### config.mk
export PLATFORM = sky130hd
export DESIGN_NAME = asip_top
export DESIGN_NICKNAME = d
export VERILOG_FILES = /design/src/hdl/asip_pkg.sv /design/src/hdl/asip_step_timer.sv /design/src/hdl/asip_top.sv
export SDC_FILE = /design/constraint.sdc
export NUM_CORES = 1
export LEC_CHECK = 0
export ABC_AREA = 0
export BUFFER_PORTS_ARGS = -buffer_cell sky130_fd_sc_hd__buf_2
export CAP_MARGIN = 20
export CELL_PAD_IN_SITES_DETAIL_PLACEMENT = 1
export CELL_PAD_IN_SITES_GLOBAL_PLACEMENT = 1
export CORE_MARGIN = 2
export CORE_UTILIZATION = 35
export DETAILED_ROUTE_END_ITERATION = 10
export PLACE_DENSITY = 0.68
export SLEW_MARGIN = 20
export SYNTH_ARGS = -nofsm -noshare
export SYNTH_HDL_FRONTEND = slang
export SYNTH_SLANG_ARGS = --single-unit
### constraint.sdc
create_clock -name clk_i -period 10.24 [get_ports clk_i]
set_input_delay 1.536 -clock clk_i [delete_from_list [all_inputs] [get_ports clk_i]]
set_output_delay 1.536 -clock clk_i [all_outputs]
set_load 0.01 [all_outputs]
### src/hdl/asip_pkg.sv
// constants for acquisition step and interrupt pin control
`default_nettype none
package asip_pkg;
	// register offsets on the serial register port
	localparam logic [7:0] OFF_ACQ_CTRL = 8'h27;
	localparam logic [7:0] OFF_PIN_CFG = 8'h28;
	localparam logic [7:0] OFF_SRC_EN = 8'h29;
	localparam logic [7:0] OFF_ROUTE = 8'h2A;
	// reset values
	localparam logic [7:0] RST_ACQ_CTRL = 8'h00;
	localparam logic [7:0] RST_PIN_CFG = 8'h00;
	localparam logic [7:0] RST_SRC_EN = 8'h00;
	localparam logic [7:0] RST_ROUTE = 8'h00;
	// writable bit masks, reserved bits stay zero
	localparam logic [7:0] MASK_ACQ_CTRL = 8'h3F;
	localparam logic [7:0] MASK_PIN_CFG = 8'h33;
	localparam logic [7:0] MASK_FULL = 8'hFF;
	// acquisition control fields
	localparam int BIT_CAPTURE_OUTPUT = 5;
	localparam int BIT_ALARM_SEL = 4;
	localparam int EXP_MSB = 3;
	localparam int EXP_LSB = 0;
	// pin configuration fields
	localparam int BIT_PIN_A_POL = 5;
	localparam int BIT_PIN_A_KIND = 4;
	localparam int BIT_PIN_B_POL = 1;
	localparam int BIT_PIN_B_KIND = 0;
	// source order in enable and routing registers
	localparam int SRC_DATA_READY = 7;
	localparam int SRC_FIFO = 6;
	localparam int SRC_P_WINDOW = 5;
	localparam int SRC_T_WINDOW = 4;
	localparam int SRC_P_THRESH = 3;
	localparam int SRC_T_THRESH = 2;
	localparam int SRC_P_CHANGE = 1;
	localparam int SRC_T_CHANGE = 0;
	// widths
	localparam int P_W = 20;
	localparam int T_W = 12;
	// timing: one step unit is one second
	localparam int CLK_PERIOD_NS = 10;
	localparam int STEP_UNIT_NS = 1_000_000_000;
	localparam int CYC_PER_STEP_UNIT = STEP_UNIT_NS / CLK_PERIOD_NS;
	localparam int CYC_W = 27;
	localparam int SEC_W = 16;
	// capture sequencer, one-hot
	typedef enum logic [2:0] {
		CAP_IDLE = 3'b001,
		CAP_ARMED = 3'b010,
		CAP_DONE = 3'b100
	} asip_cap_state_t;
endpackage : asip_pkg
`default_nettype wire

### src/hdl/asip_step_timer.sv
// autonomous acquisition step timer, 2^exponent seconds
`default_nettype none
module asip_step_timer #(
	parameter int CYC_PER_SEC = asip_pkg::CYC_PER_STEP_UNIT
) (
	// clock and reset
	input wire logic clk_i,
	input wire logic rst_i,
	input wire logic ce_i,
	// control
	input wire logic run_i,
	input wire logic [3:0] exp_i,
	// measurement request pulse
	output logic tick_o
);
	logic [asip_pkg::CYC_W-1:0] cyc_ff;
	logic [asip_pkg::SEC_W-1:0] sec_ff;
	logic tick_ff;
	logic [asip_pkg::SEC_W-1:0] step_secs;
	logic sec_end;
	logic step_end;

	// 2^exp seconds, 1 up to 32768
	assign step_secs = asip_pkg::SEC_W'(1) << exp_i;
	assign sec_end = cyc_ff == asip_pkg::CYC_W'(CYC_PER_SEC - 1);
	// a shortened step mid-count ends at the next second boundary instead of wrapping 16 bits
	assign step_end = sec_end && (sec_ff >= step_secs - 1'b1);
	assign tick_o = tick_ff;

	// standby restarts the count so a new step starts from zero
	always_ff @(posedge clk_i) begin
		if (rst_i) begin
			cyc_ff <= '0;
			sec_ff <= '0;
			tick_ff <= 1'b0;
		end else if (ce_i) begin
			tick_ff <= run_i && step_end;
			if (!run_i || sec_end) begin
				cyc_ff <= '0;
			end else begin
				cyc_ff <= cyc_ff + 1'b1;
			end
			if (!run_i || step_end) begin
				sec_ff <= '0;
			end else if (sec_end) begin
				sec_ff <= sec_ff + 1'b1;
			end
		end
	end
endmodule : asip_step_timer
`default_nettype wire

### src/hdl/asip_top.sv
// acquisition step, alarm target select and interrupt pin control
`default_nettype none
module asip_top #(
	parameter int CYC_PER_SEC = asip_pkg::CYC_PER_STEP_UNIT
) (
	// clock, reset, enable
	input wire logic clk_i,
	input wire logic rst_i,
	input wire logic ce_i,
	// register port from the serial interface
	input wire logic [7:0] reg_addr_i,
	input wire logic reg_wr_i,
	input wire logic [7:0] reg_wdata_i,
	input wire logic reg_rd_i,
	output logic [7:0] reg_rdata_o,
	// measurement path
	input wire logic active_mode_select_i,
	input wire logic out_valid_i,
	input wire logic [asip_pkg::P_W-1:0] out_p_i,
	input wire logic [asip_pkg::T_W-1:0] out_t_i,
	output logic meas_start_o,
	// programmed targets
	input wire logic [7:0] pressure_target_upper_i,
	input wire logic [7:0] pressure_target_lower_i,
	input wire logic [7:0] temperature_target_i,
	// targets for window and threshold comparisons
	output logic [asip_pkg::P_W-1:0] cmp_p_target_o,
	output logic [asip_pkg::T_W-1:0] cmp_t_target_o,
	// event flags of the functional blocks
	input wire logic [7:0] src_event_i,
	// interrupt pins
	output logic interrupt_pin_a_o,
	output logic interrupt_pin_a_oe_o,
	output logic interrupt_pin_b_o,
	output logic interrupt_pin_b_oe_o
);
	// registers
	logic [7:0] acq_ctrl_ff;
	logic [7:0] pin_cfg_ff;
	logic [7:0] src_en_ff;
	logic [7:0] route_ff;
	logic [7:0] rdata_ff;
	logic [asip_pkg::P_W-1:0] cap_p_ff;
	logic [asip_pkg::T_W-1:0] cap_t_ff;
	asip_pkg::asip_cap_state_t cap_state_ff;
	asip_pkg::asip_cap_state_t nxt_cap_state;
	logic pin_a_ff;
	logic pin_a_oe_ff;
	logic pin_b_ff;
	logic pin_b_oe_ff;

	// register decode
	function automatic logic wr_hit(input logic [7:0] addr,
		input logic [7:0] off);
		wr_hit = addr == off;
	endfunction : wr_hit

	function automatic logic [7:0] masked(input logic [7:0] old_v,
		input logic [7:0] new_v, input logic [7:0] mask);
		masked = (new_v & mask) | (old_v & ~mask);
	endfunction : masked

	logic wr_acq;
	logic wr_pin;
	logic wr_en;
	logic wr_route;
	logic [7:0] rd_mux;
	assign wr_acq = reg_wr_i && wr_hit(reg_addr_i, asip_pkg::OFF_ACQ_CTRL);
	assign wr_pin = reg_wr_i && wr_hit(reg_addr_i, asip_pkg::OFF_PIN_CFG);
	assign wr_en = reg_wr_i && wr_hit(reg_addr_i, asip_pkg::OFF_SRC_EN);
	assign wr_route = reg_wr_i && wr_hit(reg_addr_i, asip_pkg::OFF_ROUTE);
	assign rd_mux = wr_hit(reg_addr_i, asip_pkg::OFF_ACQ_CTRL) ? acq_ctrl_ff
		: wr_hit(reg_addr_i, asip_pkg::OFF_PIN_CFG) ? pin_cfg_ff
		: wr_hit(reg_addr_i, asip_pkg::OFF_SRC_EN) ? src_en_ff
		: wr_hit(reg_addr_i, asip_pkg::OFF_ROUTE) ? route_ff
		: 8'h00;
	assign reg_rdata_o = rdata_ff;

	// named fields
	logic capture_output;
	logic alarm_sel;
	logic [3:0] acquisition_interval_exponent;
	logic pin_a_polarity;
	logic pin_a_drive_kind;
	logic pin_b_polarity;
	logic pin_b_drive_kind;
	assign capture_output = acq_ctrl_ff[asip_pkg::BIT_CAPTURE_OUTPUT];
	assign alarm_sel = acq_ctrl_ff[asip_pkg::BIT_ALARM_SEL];
	assign acquisition_interval_exponent =
		acq_ctrl_ff[asip_pkg::EXP_MSB:asip_pkg::EXP_LSB];
	assign pin_a_polarity = pin_cfg_ff[asip_pkg::BIT_PIN_A_POL];
	assign pin_a_drive_kind = pin_cfg_ff[asip_pkg::BIT_PIN_A_KIND];
	assign pin_b_polarity = pin_cfg_ff[asip_pkg::BIT_PIN_B_POL];
	assign pin_b_drive_kind = pin_cfg_ff[asip_pkg::BIT_PIN_B_KIND];

	// register file; reserved bits are masked so they never store
	always_ff @(posedge clk_i) begin
		if (rst_i) begin
			acq_ctrl_ff <= asip_pkg::RST_ACQ_CTRL;
			pin_cfg_ff <= asip_pkg::RST_PIN_CFG;
			src_en_ff <= asip_pkg::RST_SRC_EN;
			route_ff <= asip_pkg::RST_ROUTE;
			rdata_ff <= 8'h00;
		end else if (ce_i) begin
			if (wr_acq) begin
				acq_ctrl_ff <= masked(acq_ctrl_ff, reg_wdata_i,
					asip_pkg::MASK_ACQ_CTRL);
			end
			if (wr_pin) begin
				pin_cfg_ff <= masked(pin_cfg_ff, reg_wdata_i,
					asip_pkg::MASK_PIN_CFG);
			end
			if (wr_en) begin
				src_en_ff <= masked(src_en_ff, reg_wdata_i,
					asip_pkg::MASK_FULL);
			end
			if (wr_route) begin
				route_ff <= masked(route_ff, reg_wdata_i,
					asip_pkg::MASK_FULL);
			end
			if (reg_rd_i) begin
				rdata_ff <= rd_mux;
			end
		end
	end

	// capture sequencer: done state waits for the bit to drop
	always_comb begin
		nxt_cap_state = cap_state_ff;
		case (cap_state_ff)
			asip_pkg::CAP_IDLE: begin
				if (capture_output) begin
					nxt_cap_state = asip_pkg::CAP_ARMED;
				end
			end
			asip_pkg::CAP_ARMED: begin
				if (!capture_output) begin
					nxt_cap_state = asip_pkg::CAP_IDLE;
				end else if (out_valid_i) begin
					nxt_cap_state = asip_pkg::CAP_DONE;
				end
			end
			asip_pkg::CAP_DONE: begin
				if (!capture_output) begin
					nxt_cap_state = asip_pkg::CAP_IDLE;
				end
			end
			default: begin
				nxt_cap_state = asip_pkg::CAP_IDLE;
			end
		endcase
	end

	logic cap_take;
	assign cap_take = cap_state_ff == asip_pkg::CAP_ARMED &&
		capture_output && out_valid_i;

	always_ff @(posedge clk_i) begin
		if (rst_i) begin
			cap_state_ff <= asip_pkg::CAP_IDLE;
			cap_p_ff <= '0;
			cap_t_ff <= '0;
		end else if (ce_i) begin
			cap_state_ff <= nxt_cap_state;
			if (cap_take) begin
				cap_p_ff <= out_p_i;
				cap_t_ff <= out_t_i;
			end
		end
	end

	// targets; captured values are meaningless until the host captures
	logic [asip_pkg::P_W-1:0] prog_p_target;
	logic [asip_pkg::T_W-1:0] prog_t_target;
	assign prog_p_target = asip_pkg::P_W'({pressure_target_upper_i,
		pressure_target_lower_i});
	assign prog_t_target = asip_pkg::T_W'(temperature_target_i);
	assign cmp_p_target_o = alarm_sel ? cap_p_ff : prog_p_target;
	assign cmp_t_target_o = alarm_sel ? cap_t_ff : prog_t_target;

	// periodic acquisition in active mode
	asip_step_timer #(
		.CYC_PER_SEC(CYC_PER_SEC)
	) u_step (
		.clk_i(clk_i),
		.rst_i(rst_i),
		.ce_i(ce_i),
		.run_i(active_mode_select_i),
		.exp_i(acquisition_interval_exponent),
		.tick_o(meas_start_o)
	);

	// gate, route and combine
	logic [7:0] req_live;
	logic [7:0] req_a;
	logic [7:0] req_b;
	logic any_a;
	logic any_b;
	assign req_live = src_event_i & src_en_ff;
	assign req_a = req_live & route_ff;
	assign req_b = req_live & ~route_ff;
	assign any_a = |req_a;
	assign any_b = |req_b;

	// open-drain drives only the asserted level, idle is released
	always_ff @(posedge clk_i) begin
		if (rst_i) begin
			pin_a_ff <= 1'b1;
			pin_a_oe_ff <= 1'b1;
			pin_b_ff <= 1'b1;
			pin_b_oe_ff <= 1'b1;
		end else if (ce_i) begin
			pin_a_ff <= pin_a_drive_kind ? pin_a_polarity
				: (any_a ~^ pin_a_polarity);
			pin_a_oe_ff <= pin_a_drive_kind ? any_a : 1'b1;
			pin_b_ff <= pin_b_drive_kind ? pin_b_polarity
				: (any_b ~^ pin_b_polarity);
			pin_b_oe_ff <= pin_b_drive_kind ? any_b : 1'b1;
		end
	end
	assign interrupt_pin_a_o = pin_a_ff;
	assign interrupt_pin_a_oe_o = pin_a_oe_ff;
	assign interrupt_pin_b_o = pin_b_ff;
	assign interrupt_pin_b_oe_o = pin_b_oe_ff;
endmodule : asip_top
`default_nettype wire
==> results of run 1 <==
-- sequential cells by signal, summed over array words and instances (netlist names) --
| register | cells |
|---|---|
| src_en_ff | 8 |
| u_step.sec_ff | 16 |
| cap_p_ff | 20 |
| cap_t_ff | 12 |
| cap_state_ff | 3 |
| interrupt_pin_a_oe_o | 1 |
| interrupt_pin_a_o | 1 |
| u_step.tick_o | 1 |
| u_step.cyc_ff | 27 |
| interrupt_pin_b_oe_o | 1 |
| reg_rdata_o | 8 |
| route_ff | 8 |
| pin_cfg_ff | 4 |
| acq_ctrl_ff | 6 |
| interrupt_pin_b_o | 1 |
-- final cells by class --
cell class | count | share of cell area
Clock buffer | 20 | 0.0641
Clock inverter | 11 | 0.0206
Inverter | 7 | 0.00361
Multi-Input combinational cell | 538 | 0.458
Sequential cell | 117 | 0.322
Tap cell | 220 | 0.0378
Timing Repair Buffer | 135 | 0.0942
-- path summary, 6_finish.rpt --
path / start / to / cells past startpoint
setup reg to reg: acq_ctrl_ff[1] / u_step.sec_ff[4] / 14
setup / recovery: acq_ctrl_ff[1] / u_step.sec_ff[4] / 14
hold reg to reg: cap_t_ff[10] / cap_t_ff[10] / 2
hold / removal: cap_t_ff[10] / cap_t_ff[10] / 2
-- worst max-delay path, cell delays in order, from the launching register on --
cell and delay [ns]:
dfxtp_1 0.41, or2_2 0.36, or3_1 0.34, ha_1 0.27
or2_2 0.31, o21ai_0 0.17, a22o_1 0.15, a21oi_1 0.07
ha_1 0.30, nand2_1 0.06, nor3_1 0.24, o311ai_0 0.18
and3_1 0.24, o21ai_2 0.50, nor2_1 0.12
-- through the flow --
stage	utilization	area [um^2]	instances
2_1_floorplan	-	5840	697
3_3_place_gp	0.404	6660	1017
3_5_place_dp	0.404	6660	1017
4_1_cts	0.442	7270	1048
5_1_grt	0.442	7280	1048
6_report	0.442	7280	1048
-- Yosys cell counts, types with 2 or more instances --
cell / count / share of area
o21ai_0: 17 / 0.015
dfxtp_1: 117 / 0.40
nand2_1: 103 / 0.066
mux2_2: 24 / 0.046
a21oi_1: 53 / 0.045
mux2i_1: 29 / 0.050
a221oi_1: 4 / 0.0060
and2_1: 11 / 0.012
or2_2: 2 / 0.0021
nor4_1: 6 / 0.0064
xor2_1: 16 / 0.024
or4_1: 6 / 0.0077
o221ai_1: 2 / 0.0030
a221o_1: 2 / 0.0034
o22ai_1: 4 / 0.0043
nand3_1: 29 / 0.025
or3_1: 4 / 0.0043
inv_1: 7 / 0.0045
ha_1: 19 / 0.041
xnor2_1: 23 / 0.035
nand4_1: 14 / 0.015
nor3b_2: 2 / 0.0043
nor2b_1: 13 / 0.014
and4_1: 5 / 0.0075
clkbuf_1: 30 / 0.019
o311ai_0: 2 / 0.0030
nand3b_1: 5 / 0.0064
a22oi_1: 3 / 0.0039
nand2b_1: 8 / 0.0086
nor2_1: 83 / 0.053
buf_2: 2 / 0.0017
and3_1: 6 / 0.0064
nor3_1: 22 / 0.019
-- cell families (layout without fill, tap and decap cells) --
| group | Yosys count | after routing |
|---|---|---|
| simple gates | 327 | 327 |
| flops | 117 | 117 |
| compound gates | 99 | 99 |
| mux | 53 | 53 |
| buf+inv | 42 | 173 |
| xor+xnor | 39 | 39 |
| fa+ha+maj | 19 | 19 |
| other cells | 1 | 1 |
-- power by group --
group	switching, W	total (W)	internal, W	leakage, nW
combinational	0.0000329	0.0000580	0.0000250	1.50
sequential	0.00000113	0.000459	0.000457	0.943
clock	0.000218	0.000619	0.000401	0.287
-- per-layer routing --
layer	share of wire	vias to the layer above
li1	-	2670
met1	0.44	2634
met2	0.52	93
met3	0.025	29
met4	0.023	0
met5	0	-
==> metrics.md, run 1 <==
| Metric | Value |
|---|---|
| Status | `complete, no violations` |
| N_diodes | `0` |
| RD Place Congestion | `0.849` |
| Die X | `133 um` |
| Clk_lat worst skew | `0.42 ns` |
| Clk_skew | `0.00843 ns` |
| Final nets | `922` |
| Setup-failing EPs final | `0` |
| Final Hold Fails | `0` |
| Final Power | `0.00114 W` |
| Final Critical Period | `3.87 ns` |
| Synthesized cell area | `5840 um^2` |
| First-pass GRT wire length | `27700 um` |
| Initial antenna violation count | `0` |
| Worst-path fanout max | `14` |
| Top FF cell, synth | `dfxtp_1` |
| Simple-gate share of the synthesized area | `0.274` |
| ANT nets after route | `0` |
| Cts bufs inserted | `17` |
| Worst min-delay path class | `reg2reg` |
| Number of clock sinks | `117` |
| Synth Area in Adders | `0.0407` |
| Postcts setup bufs | `0` |
| Largest family of logic cells by synthesized area | `simple AND/OR/NAND/NOR gates` |
| Number of enable flip-flop cells after synthesis | `0` |
| CTS Hold Bufs | `0` |
| Max Slew Vio Count | `0` |
| Gr busiest metal | `met2` |
| Average size of a mapped cell | `8.38 um^2` |
| Io pins | `132` |
| Routed wire per std cell | `16.2 um` |
| DR vias/cell | `5.18` |
| Multiplexer share of the synthesized area | `0.0960` |
| Worst slew margin | `0.366` |
| R2r setup slk | `6.37 ns` |
| Most frequent cells in the layout | `buf_2 (131), dfxtp_1 (117), nand2_1 (103)` |
| RSZ-0062 raised after global routing | `false` |
| Yosys Warn Count | `0` |
| Final worst slack | `6.37 ns` |
| Power per cell area | `156 nW/um^2` |
| Initial core utilization | `0.355` |
| Worst Setup Path Type | `reg2reg` |
| Largest net degree at the start of global routing | `81` |
| Mapped Cells | `697` |
| WHS | `0.452 ns` |
| P&R area growth vs syn | `24.7%` |
| Peak supply drop | `123 uV` |
| H-tree levels | `4` |
| GRT Total Usage | `0.196` |
| Commonest non-fill, non-tap cell in the layout | `buf_2` |
| FMAX | `258 MHz` |
| # DRC | `0` |
| Multi-input logic area | `3340 um^2` |
| Synth async-reset ratio | `0` |
| Worst endpoint required time | `10.52 ns` |
| Gates resized, CTS repair | `0` |
| FF+latch count, synth | `117` |
| Routed via count | `5426` |
| Fillcell total | `2037` |
| Sequential area share after synthesis | `0.401` |
| Vias in the first global route | `5596` |
| Clock Tree Root | `clkbuf_16` |
| Layout cell share with drive strength beyond 1 | `0.240` |
| Synth cell types | `57` |
| PortBufs | `131` |
| Setup TNS | `0 ns` |
| Routing usage on met3 | `0.0396` |
| WL final | `16900 um` |
| Post-Syn Nets | `803` |
| Period utilization | `0.378` |
| Row Count | `47` |
| Xor and xnor area share after synthesis | `0.0585` |
| DR iter-0 viols | `201` |
| Met2 GRT Util | `0.355` |
| Worst setup SP type | `flip-flop` |
| CORE AREA | `16500 um^2` |
| Die area | `17700 um^2` |
| Worst-Margin Slew | `0.949 ns` |
| Clock-pin slew on the worst setup and hold paths | `0.05 ns` |
| CP endpoint kind | `flip-flop` |
| Pre-CTS setup slack | `6.12 ns` |
| Synth Area in Compound Gates | `0.0999` |
| Post-DP HPWL | `12400 um` |
| Grt met1 use | `0.224` |
| Max Buffers Root-to-Sink | `2` |
| GRT overflow | `0` |
| CP arrival | `4.15 ns` |
| Die Ht | `133 um` |
| Leak pwr | `2.73 nW` |
| Number of max-cap violations | `0` |
| CTS tree | `done` |
| Drt pass-1 iters | `4` |
| Register area | `2340 um^2` |
No activity file was read; power rests on OpenSTA's default activity.
==> run 2, diff against run 1 <==
--- a/config.mk
+++ b/config.mk
@@ -5,7 +5,7 @@
 export SDC_FILE = /design/constraint.sdc
 export NUM_CORES = 1
 export LEC_CHECK = 0
-export ABC_AREA = 0
+export ABC_AREA = 1
 export BUFFER_PORTS_ARGS = -buffer_cell sky130_fd_sc_hd__buf_2
 export CAP_MARGIN = 20
 export CELL_PAD_IN_SITES_DETAIL_PLACEMENT = 1
@@ -13,7 +13,7 @@
 export CORE_MARGIN = 2
 export CORE_UTILIZATION = 35
 export DETAILED_ROUTE_END_ITERATION = 10
-export PLACE_DENSITY = 0.68
+export PLACE_DENSITY = 0.71
 export SLEW_MARGIN = 20
 export SYNTH_ARGS = -nofsm -noshare
 export SYNTH_HDL_FRONTEND = slang
==> constraint.sdc (replaced) <==
create_clock -name clk_i -period 3.77 [get_ports clk_i]
set_input_delay 0.5655 -clock clk_i [delete_from_list [all_inputs] [get_ports clk_i]]
set_output_delay 0.5655 -clock clk_i [all_outputs]
set_load 0.01 [all_outputs]
==> run 2 against run 1 <==
Effect of this change:
- first-iteration DRC count rose by 31%
- critical path type unchanged
- flip-flop and latch count stayed put
- non-clock buffer count did not move
- die area up 4.2%
==> metrics.md, run 2 <==
| Metric | Value |
|---|---|
| Status | `complete, no violations` |
| Synthesized cell area | `6090 um^2` |
| # DRC | `0` |
| Routed wire per std cell | `14.3 um` |
| CTS Hold Bufs | `0` |
| Commonest non-fill, non-tap cell in the layout | `nand2_1` |
| Worst-path fanout max | `14` |
| Initial antenna violation count | `0` |
| Postcts setup bufs | `0` |
| ANT nets after route | `0` |
| Largest regs | `u_step.cyc_ff: 27 flops, cap_p_ff: 20 flops, u_step.sec_ff: 16 flops` |
| Clock Tree Root | `clkbuf_16` |
| Sequential area share after synthesis | `0.385` |
| Final core area utilization | `0.438` |
| First-pass GRT wire length | `29700 um` |
| Final Critical Period | `3.23 ns` |
| Worst slew margin | `0.440` |
| Multiplexer share of the synthesized area | `0` |
| Cts bufs inserted | `17` |
| GRT Total Usage | `0.203` |
| Setup-failing EPs final | `0` |
| DR iter-0 viols | `263` |
| Number of clock sinks | `117` |
| DR vias/cell | `4.94` |
| Die area | `18500 um^2` |
| FMAX | `310 MHz` |
| Worst endpoint required time | `4.05 ns` |
| Number of enable flip-flop cells after synthesis | `0` |
| Setup TNS | `0 ns` |
| Gates resized, CTS repair | `0` |
| CP endpoint kind | `flip-flop` |
| Drt pass-1 iters | `4` |
| Top FF cell, synth | `dfxtp_1` |
| Synth Area in Compound Gates | `0.177` |
| Routed via count | `6183` |
| Io pins | `132` |
| PortBufs | `131` |
| Synth cell types | `38` |
| CTS tree | `done` |
| P&R area growth vs syn | `23.6%` |
| Die X | `136 um` |
| Synth async-reset ratio | `0` |
| Average size of a mapped cell | `6.83 um^2` |
| Worst Setup Path Type | `reg2reg` |
| Max Slew Vio Count | `0` |
| Multi-input logic area | `3100 um^2` |
| Top-count cell post-synth | `nand2_1` |
| Peak supply drop | `346 uV` |
| Yosys Warn Count | `0` |
| Clock-pin slew on the worst setup and hold paths | `0.06 ns` |
| RSZ-0062 raised after global routing | `false` |
| CORE AREA | `17200 um^2` |
| Inst Count DP | `1220` |
| Period utilization | `0.856` |
| Biggest register | `u_step.cyc_ff` |
| Mapped Cells | `892` |
| Layout Cells excl Fill | `1252` |
| Clk_skew | `0.00919 ns` |
| Most frequent cells after synthesis | `nand2_1 (181), inv_1 (127), dfxtp_1 (117)` |
| WL final | `17800 um` |
| Number of max-cap violations | `0` |
| Clk_lat worst skew | `0.42 ns` |
| Worst-Margin Slew | `0.838 ns` |
| Final Hold Fails | `0` |
| Pre-CTS setup slack | `0.503 ns` |
| Final worst slack | `0.541 ns` |
| Largest cells by area after synthesis | `dfxtp_1 (38%), nand2_1 (11%), inv_1 (7.8%)` |
| Worst setup SP type | `flip-flop` |
| Max Buffers Root-to-Sink | `2` |
| Power per cell area | `414 nW/um^2` |
| N_diodes | `0` |
| Most frequent cells in the layout | `nand2_1 (181), buf_2 (131), inv_1 (127)` |
| Synth Area in Adders | `0.0390` |
| Initial core utilization | `0.354` |
| Die Ht | `136 um` |
| Xor and xnor area share after synthesis | `0.0259` |
| Row Count | `48` |
| H-tree levels | `4` |
| Simple-gate share of the synthesized area | `0.266` |
| Worst min-delay path class | `in2reg` |
| Post-DP HPWL | `13100 um` |
| CP arrival | `3.51 ns` |
| Fillcell total | `2305` |
| Vias in the first global route | `6144` |
| Leak pwr | `3.28 nW` |
| Register area | `2340 um^2` |
| Final nets | `1120` |
| FF+latch count, synth | `117` |
| WHS | `0.419 ns` |
| Synth top area share | `0.385` |
| Yosys top cell by area | `dfxtp_1` |
| Largest family of logic cells by synthesized area | `simple AND/OR/NAND/NOR gates` |
| RD Place Congestion | `0.778` |
| Largest net degree at the start of global routing | `56` |
| Max FFs per register | `27` |
| GRT overflow | `0` |
| Layout cell share with drive strength beyond 1 | `0.177` |
| Post-Syn Nets | `998` |
[run 2: changes by cell type in the layout (fill, tap and decap cells not counted), moves of 11 or more]
cell,before,now
nand2_1,103,181
mux2i_1,29,0
nand3_1,29,43
and2_1,11,0
xnor2_1,23,6
nor2b_1,13,0
o21ai_0,17,94
a21oi_1,53,89
mux2_2,24,0
inv_1,7,127
[run 2: worst max-delay path, cell delays in order, from the launching register on]
cell	delay, ns
dfxtp_1	0.50
inv_1	0.12
nand2_1	0.11
inv_1	0.06
nand3_1	0.09
ha_1	0.25
o21ai_0	0.11
a311oi_1	0.26
xnor2_1	0.11
ha_1	0.28
nand2_1	0.06
nor2_1	0.14
nand2_1	0.06
nand2_1	0.05
nor2_1	0.04
nand2_1	0.05
nand2_1	0.05
nand2_1	0.08
nand2_1	0.05
nand2_1	0.07
nand2_1	0.06
nand2_1	0.40
nor2_1	0.09
[run 2: power breakdown]
part           switching (W)  internal, W
clock               0.000580      0.00109
combinational       0.000115    0.0000751
sequential        0.00000985      0.00125
total               0.000705      0.00241
[run 2: final timing paths]
| path | slack (ns) | cells after the start | startpoint | to |
|---|---|---|---|---|
| worst max register to register | 0.54 | 22 | acq_ctrl_ff[2] | u_step.sec_ff[5] |
| worst min register to register | 0.45 | 2 | cap_p_ff[3] | cap_p_ff[3] |
| worst max-delay path | 0.54 | 22 | acq_ctrl_ff[2] | u_step.sec_ff[5] |
| worst min-delay path | 0.42 | 3 | out_p_i[17] | cap_p_ff[17] |
[run 2: cell families (layout without fill, tap and decap cells)]
group / Yosys count / count (layout)
compound gates: 205 / 205
xor+xnor: 18 / 18
fa+ha+maj: 19 / 19
buf+inv: 163 / 298
flops: 117 / 117
other cells: 1 / 1
simple gates: 369 / 369
[run 2: area by class of cell]
type / count / area share
Clock inverter: 9 / 0.0166
Timing Repair Buffer: 135 / 0.0928
Tap cell: 225 / 0.0374
Sequential cell: 117 / 0.311
Clock buffer: 23 / 0.0635
Multi-Input combinational cell: 612 / 0.412
Inverter: 131 / 0.0660
[run 2: per-layer routing]
metal  vias up  wire (um)  GRT usage
met5         -          0          0
met4         0        225     0.0637
met3        16        866     0.0552
met2       108       8330      0.335
met1      2906       8420      0.259
li1       3153          -          -
[run 2: metrics by stage]
step                instance area [um^2]  total power, W
floorplan                           6090         0.00139
global placement                    6920         0.00147
detailed placement                  6920         0.00148
CTS                                 7520         0.00315
global route                        7520         0.00322
finish                              7520         0.00312
==> run 3, diff against run 2 <==
--- a/config.mk
+++ b/config.mk
@@ -6,14 +6,15 @@
 export NUM_CORES = 1
 export LEC_CHECK = 0
 export ABC_AREA = 1
-export BUFFER_PORTS_ARGS = -buffer_cell sky130_fd_sc_hd__buf_2
+export BUFFER_PORTS_ARGS = -buffer_cell sky130_fd_sc_hd__clkbuf_2
 export CAP_MARGIN = 20
 export CELL_PAD_IN_SITES_DETAIL_PLACEMENT = 1
 export CELL_PAD_IN_SITES_GLOBAL_PLACEMENT = 1
 export CORE_MARGIN = 2
-export CORE_UTILIZATION = 35
+export CORE_UTILIZATION = 38
 export DETAILED_ROUTE_END_ITERATION = 10
-export PLACE_DENSITY = 0.71
+export GPL_TIMING_DRIVEN = 0
+export PLACE_DENSITY = 0.76
 export SLEW_MARGIN = 20
 export SYNTH_ARGS = -nofsm -noshare
 export SYNTH_HDL_FRONTEND = slang
==> run 3 against run 2 <==
Effect of this change:
- hold slack lost 0.023 ns
- die area fell by 7.7%
- final cell count rose by 1.4%
- critical path depth is 1 higher
- flip-flop and latch count stayed put
- critical path type unchanged
- sequential power about the same
- clock power grew 3%
- via count up 2.8%
- core utilization increased by 4.5 points
- largest power group unchanged
- power grew 2.0%
- combinational power increased by 5%
- largest cell class unchanged
==> metrics.md, run 3 (same netlist as run 2, synthesis figures left out) <==
| Metric | Value |
|---|---|
| Max Buffers Root-to-Sink | `2` |
| Final nets | `1146` |
| ANT nets after route | `0` |
| Commonest non-fill, non-tap cell in the layout | `nand2_1` |
| Most frequent cells in the layout | `nand2_1 (181), clkbuf_2 (130), inv_1 (127)` |
| R2r setup slk | `0.44 ns` |
| Row Count | `46` |
| Clk_skew | `0.00653 ns` |
| Clock Tree Root | `clkbuf_16` |
| CP endpoint kind | `flip-flop` |
| Initial core utilization | `0.386` |
| Clock-pin slew on the worst setup and hold paths | `0.05 ns` |
| # DRC | `0` |
| GRT overflow | `0` |
| Worst setup SP type | `flip-flop` |
| Reg-to-Reg End | `u_step.sec_ff[11]` |
| Clk_lat worst skew | `0.42 ns` |
| WL final | `18800 um` |
| Final core area utilization | `0.483` |
| Max Slew Vio Count | `0` |
| Final Critical Period | `3.33 ns` |
| Worst-path fanout max | `10` |
| Layout cell share with drive strength beyond 1 | `0.176` |
| RSZ-0062 raised after global routing | `false` |
| Worst slew margin | `0.558` |
| DR vias/cell | `5.01` |
| RD Place Congestion | `0.833` |
| Number of max-cap violations | `0` |
| Setup TNS | `0 ns` |
| P&R area growth vs syn | `25.2%` |
| Routed via count | `6355` |
| Critical path origin | `acq_ctrl_ff[2]` |
| Drt pass-1 iters | `4` |
| Peak supply drop | `325 uV` |
| Setup-failing EPs final | `0` |
| Reg2reg path depth | `23` |
| Capture point of the worst path | `u_step.sec_ff[11]` |
| Worst Setup Path Type | `reg2reg` |
| Die X | `131 um` |
| CTS tree | `done` |
| PortBufs | `130` |
| Die Ht | `131 um` |
| Initial antenna violation count | `1` |
| GRT Total Usage | `0.230` |
| CORE AREA | `15800 um^2` |
| Post-DP HPWL | `14300 um` |
| RR Startpoint | `acq_ctrl_ff[2]` |
| Number of clock sinks | `117` |
| CP arrival | `3.64 ns` |
| First-pass GRT wire length | `30800 um` |
| Final Hold Fails | `0` |
| Cells on Worst Hold Path | `3` |
| Status | `complete, no violations` |
| Die area | `17000 um^2` |
| H-tree levels | `4` |
| Power per cell area | `417 nW/um^2` |
| Worst-Margin Slew | `0.663 ns` |
| Vias in the first global route | `6363` |
| Io pins | `132` |
| Inst Count DP | `1238` |
| Layout Cells excl Fill | `1269` |
| Leak pwr | `3.33 nW` |
| Max FFs per register | `27` |
| Worst min-delay path class | `in2reg` |
| Biggest register | `u_step.cyc_ff` |
| DR iter-0 viols | `242` |
| Postcts setup bufs | `0` |
| Largest net degree at the start of global routing | `17` |
| Gates resized, CTS repair | `0` |
| Cts bufs inserted | `17` |
| FMAX | `300 MHz` |
| WHS | `0.396 ns` |
| Worst endpoint required time | `4.09 ns` |
| Period utilization | `0.883` |
| Routed wire per std cell | `14.8 um` |
| CTS Hold Bufs | `0` |
| Largest regs | `u_step.cyc_ff: 27 flops, cap_p_ff: 20 flops, u_step.sec_ff: 16 flops` |
## run 3: worst min-delay path by stage
stage	startpoint	to
after floorplan	cap_p_ff[0]	cap_p_ff[0]
after global placement	cap_p_ff[5]	cap_p_ff[5]
after detailed placement	cap_p_ff[8]	cap_p_ff[8]
after CTS	out_t_i[9]	cap_t_ff[9]
after global routing	out_t_i[9]	cap_t_ff[9]
final	out_t_i[9]	cap_t_ff[9]
## run 3: power by group
group          leakage, nW  internal, W  switching (W)  total (W)
combinational         2.08    0.0000803       0.000119   0.000200
clock                0.300      0.00113       0.000585    0.00172
sequential           0.944      0.00125      0.0000103    0.00126
## run 3: layout make-up
type                    count  area [um^2]
diodes                      1         2.50
plain buffers              31          145
clock buffers              22          464
clock inverters             9          151
fillers                  2121         8150
inverters                 131          497
multi-input cells         612         3100
flip-flops and latches    117         2340
well taps                 216          270
repair buffers            130          651
## run 3: worst max-delay path, stage by stage (launching register included)
cell and delay, ns:
dfxtp_1 0.50, inv_1 0.13, nand2_1 0.10, inv_1 0.06
nand3_1 0.10, ha_1 0.26, o21ai_0 0.15, a311oi_1 0.27
xnor2_1 0.11, ha_1 0.27, nand2_1 0.07, nor2_1 0.15
nand2_1 0.07, nand2_1 0.06, nor2_1 0.04, nand2_1 0.07
nand2_1 0.05, nand2_1 0.10, nand2_1 0.07, nand2_1 0.08
nand2_1 0.05, nand2_1 0.18, buf_4 0.23, nor2_1 0.06
## run 3: stage by stage
step | area (um^2) | worst slack (ns) | total power (W)
floorplan | 6090 | 0.959 | 0.00139
global placement | 7010 | 0.365 | 0.00148
detailed placement | 7010 | 0.317 | 0.00149
CTS | 7620 | 0.241 | 0.00320
global route | 7620 | 0.120 | 0.00329
finish | 7620 | 0.442 | 0.00318
## run 3: layer usage
metal | global-route usage | wire length [um] | up-vias | share of wire
li1 | - | - | 3222 | -
met1 | 0.280 | 8340 | 2997 | 0.44
met2 | 0.396 | 9190 | 116 | 0.49
met3 | 0.0696 | 1090 | 20 | 0.058
met5 | 0 | 0 | - | 0
met4 | 0.0638 | 175 | 0 | 0.0093
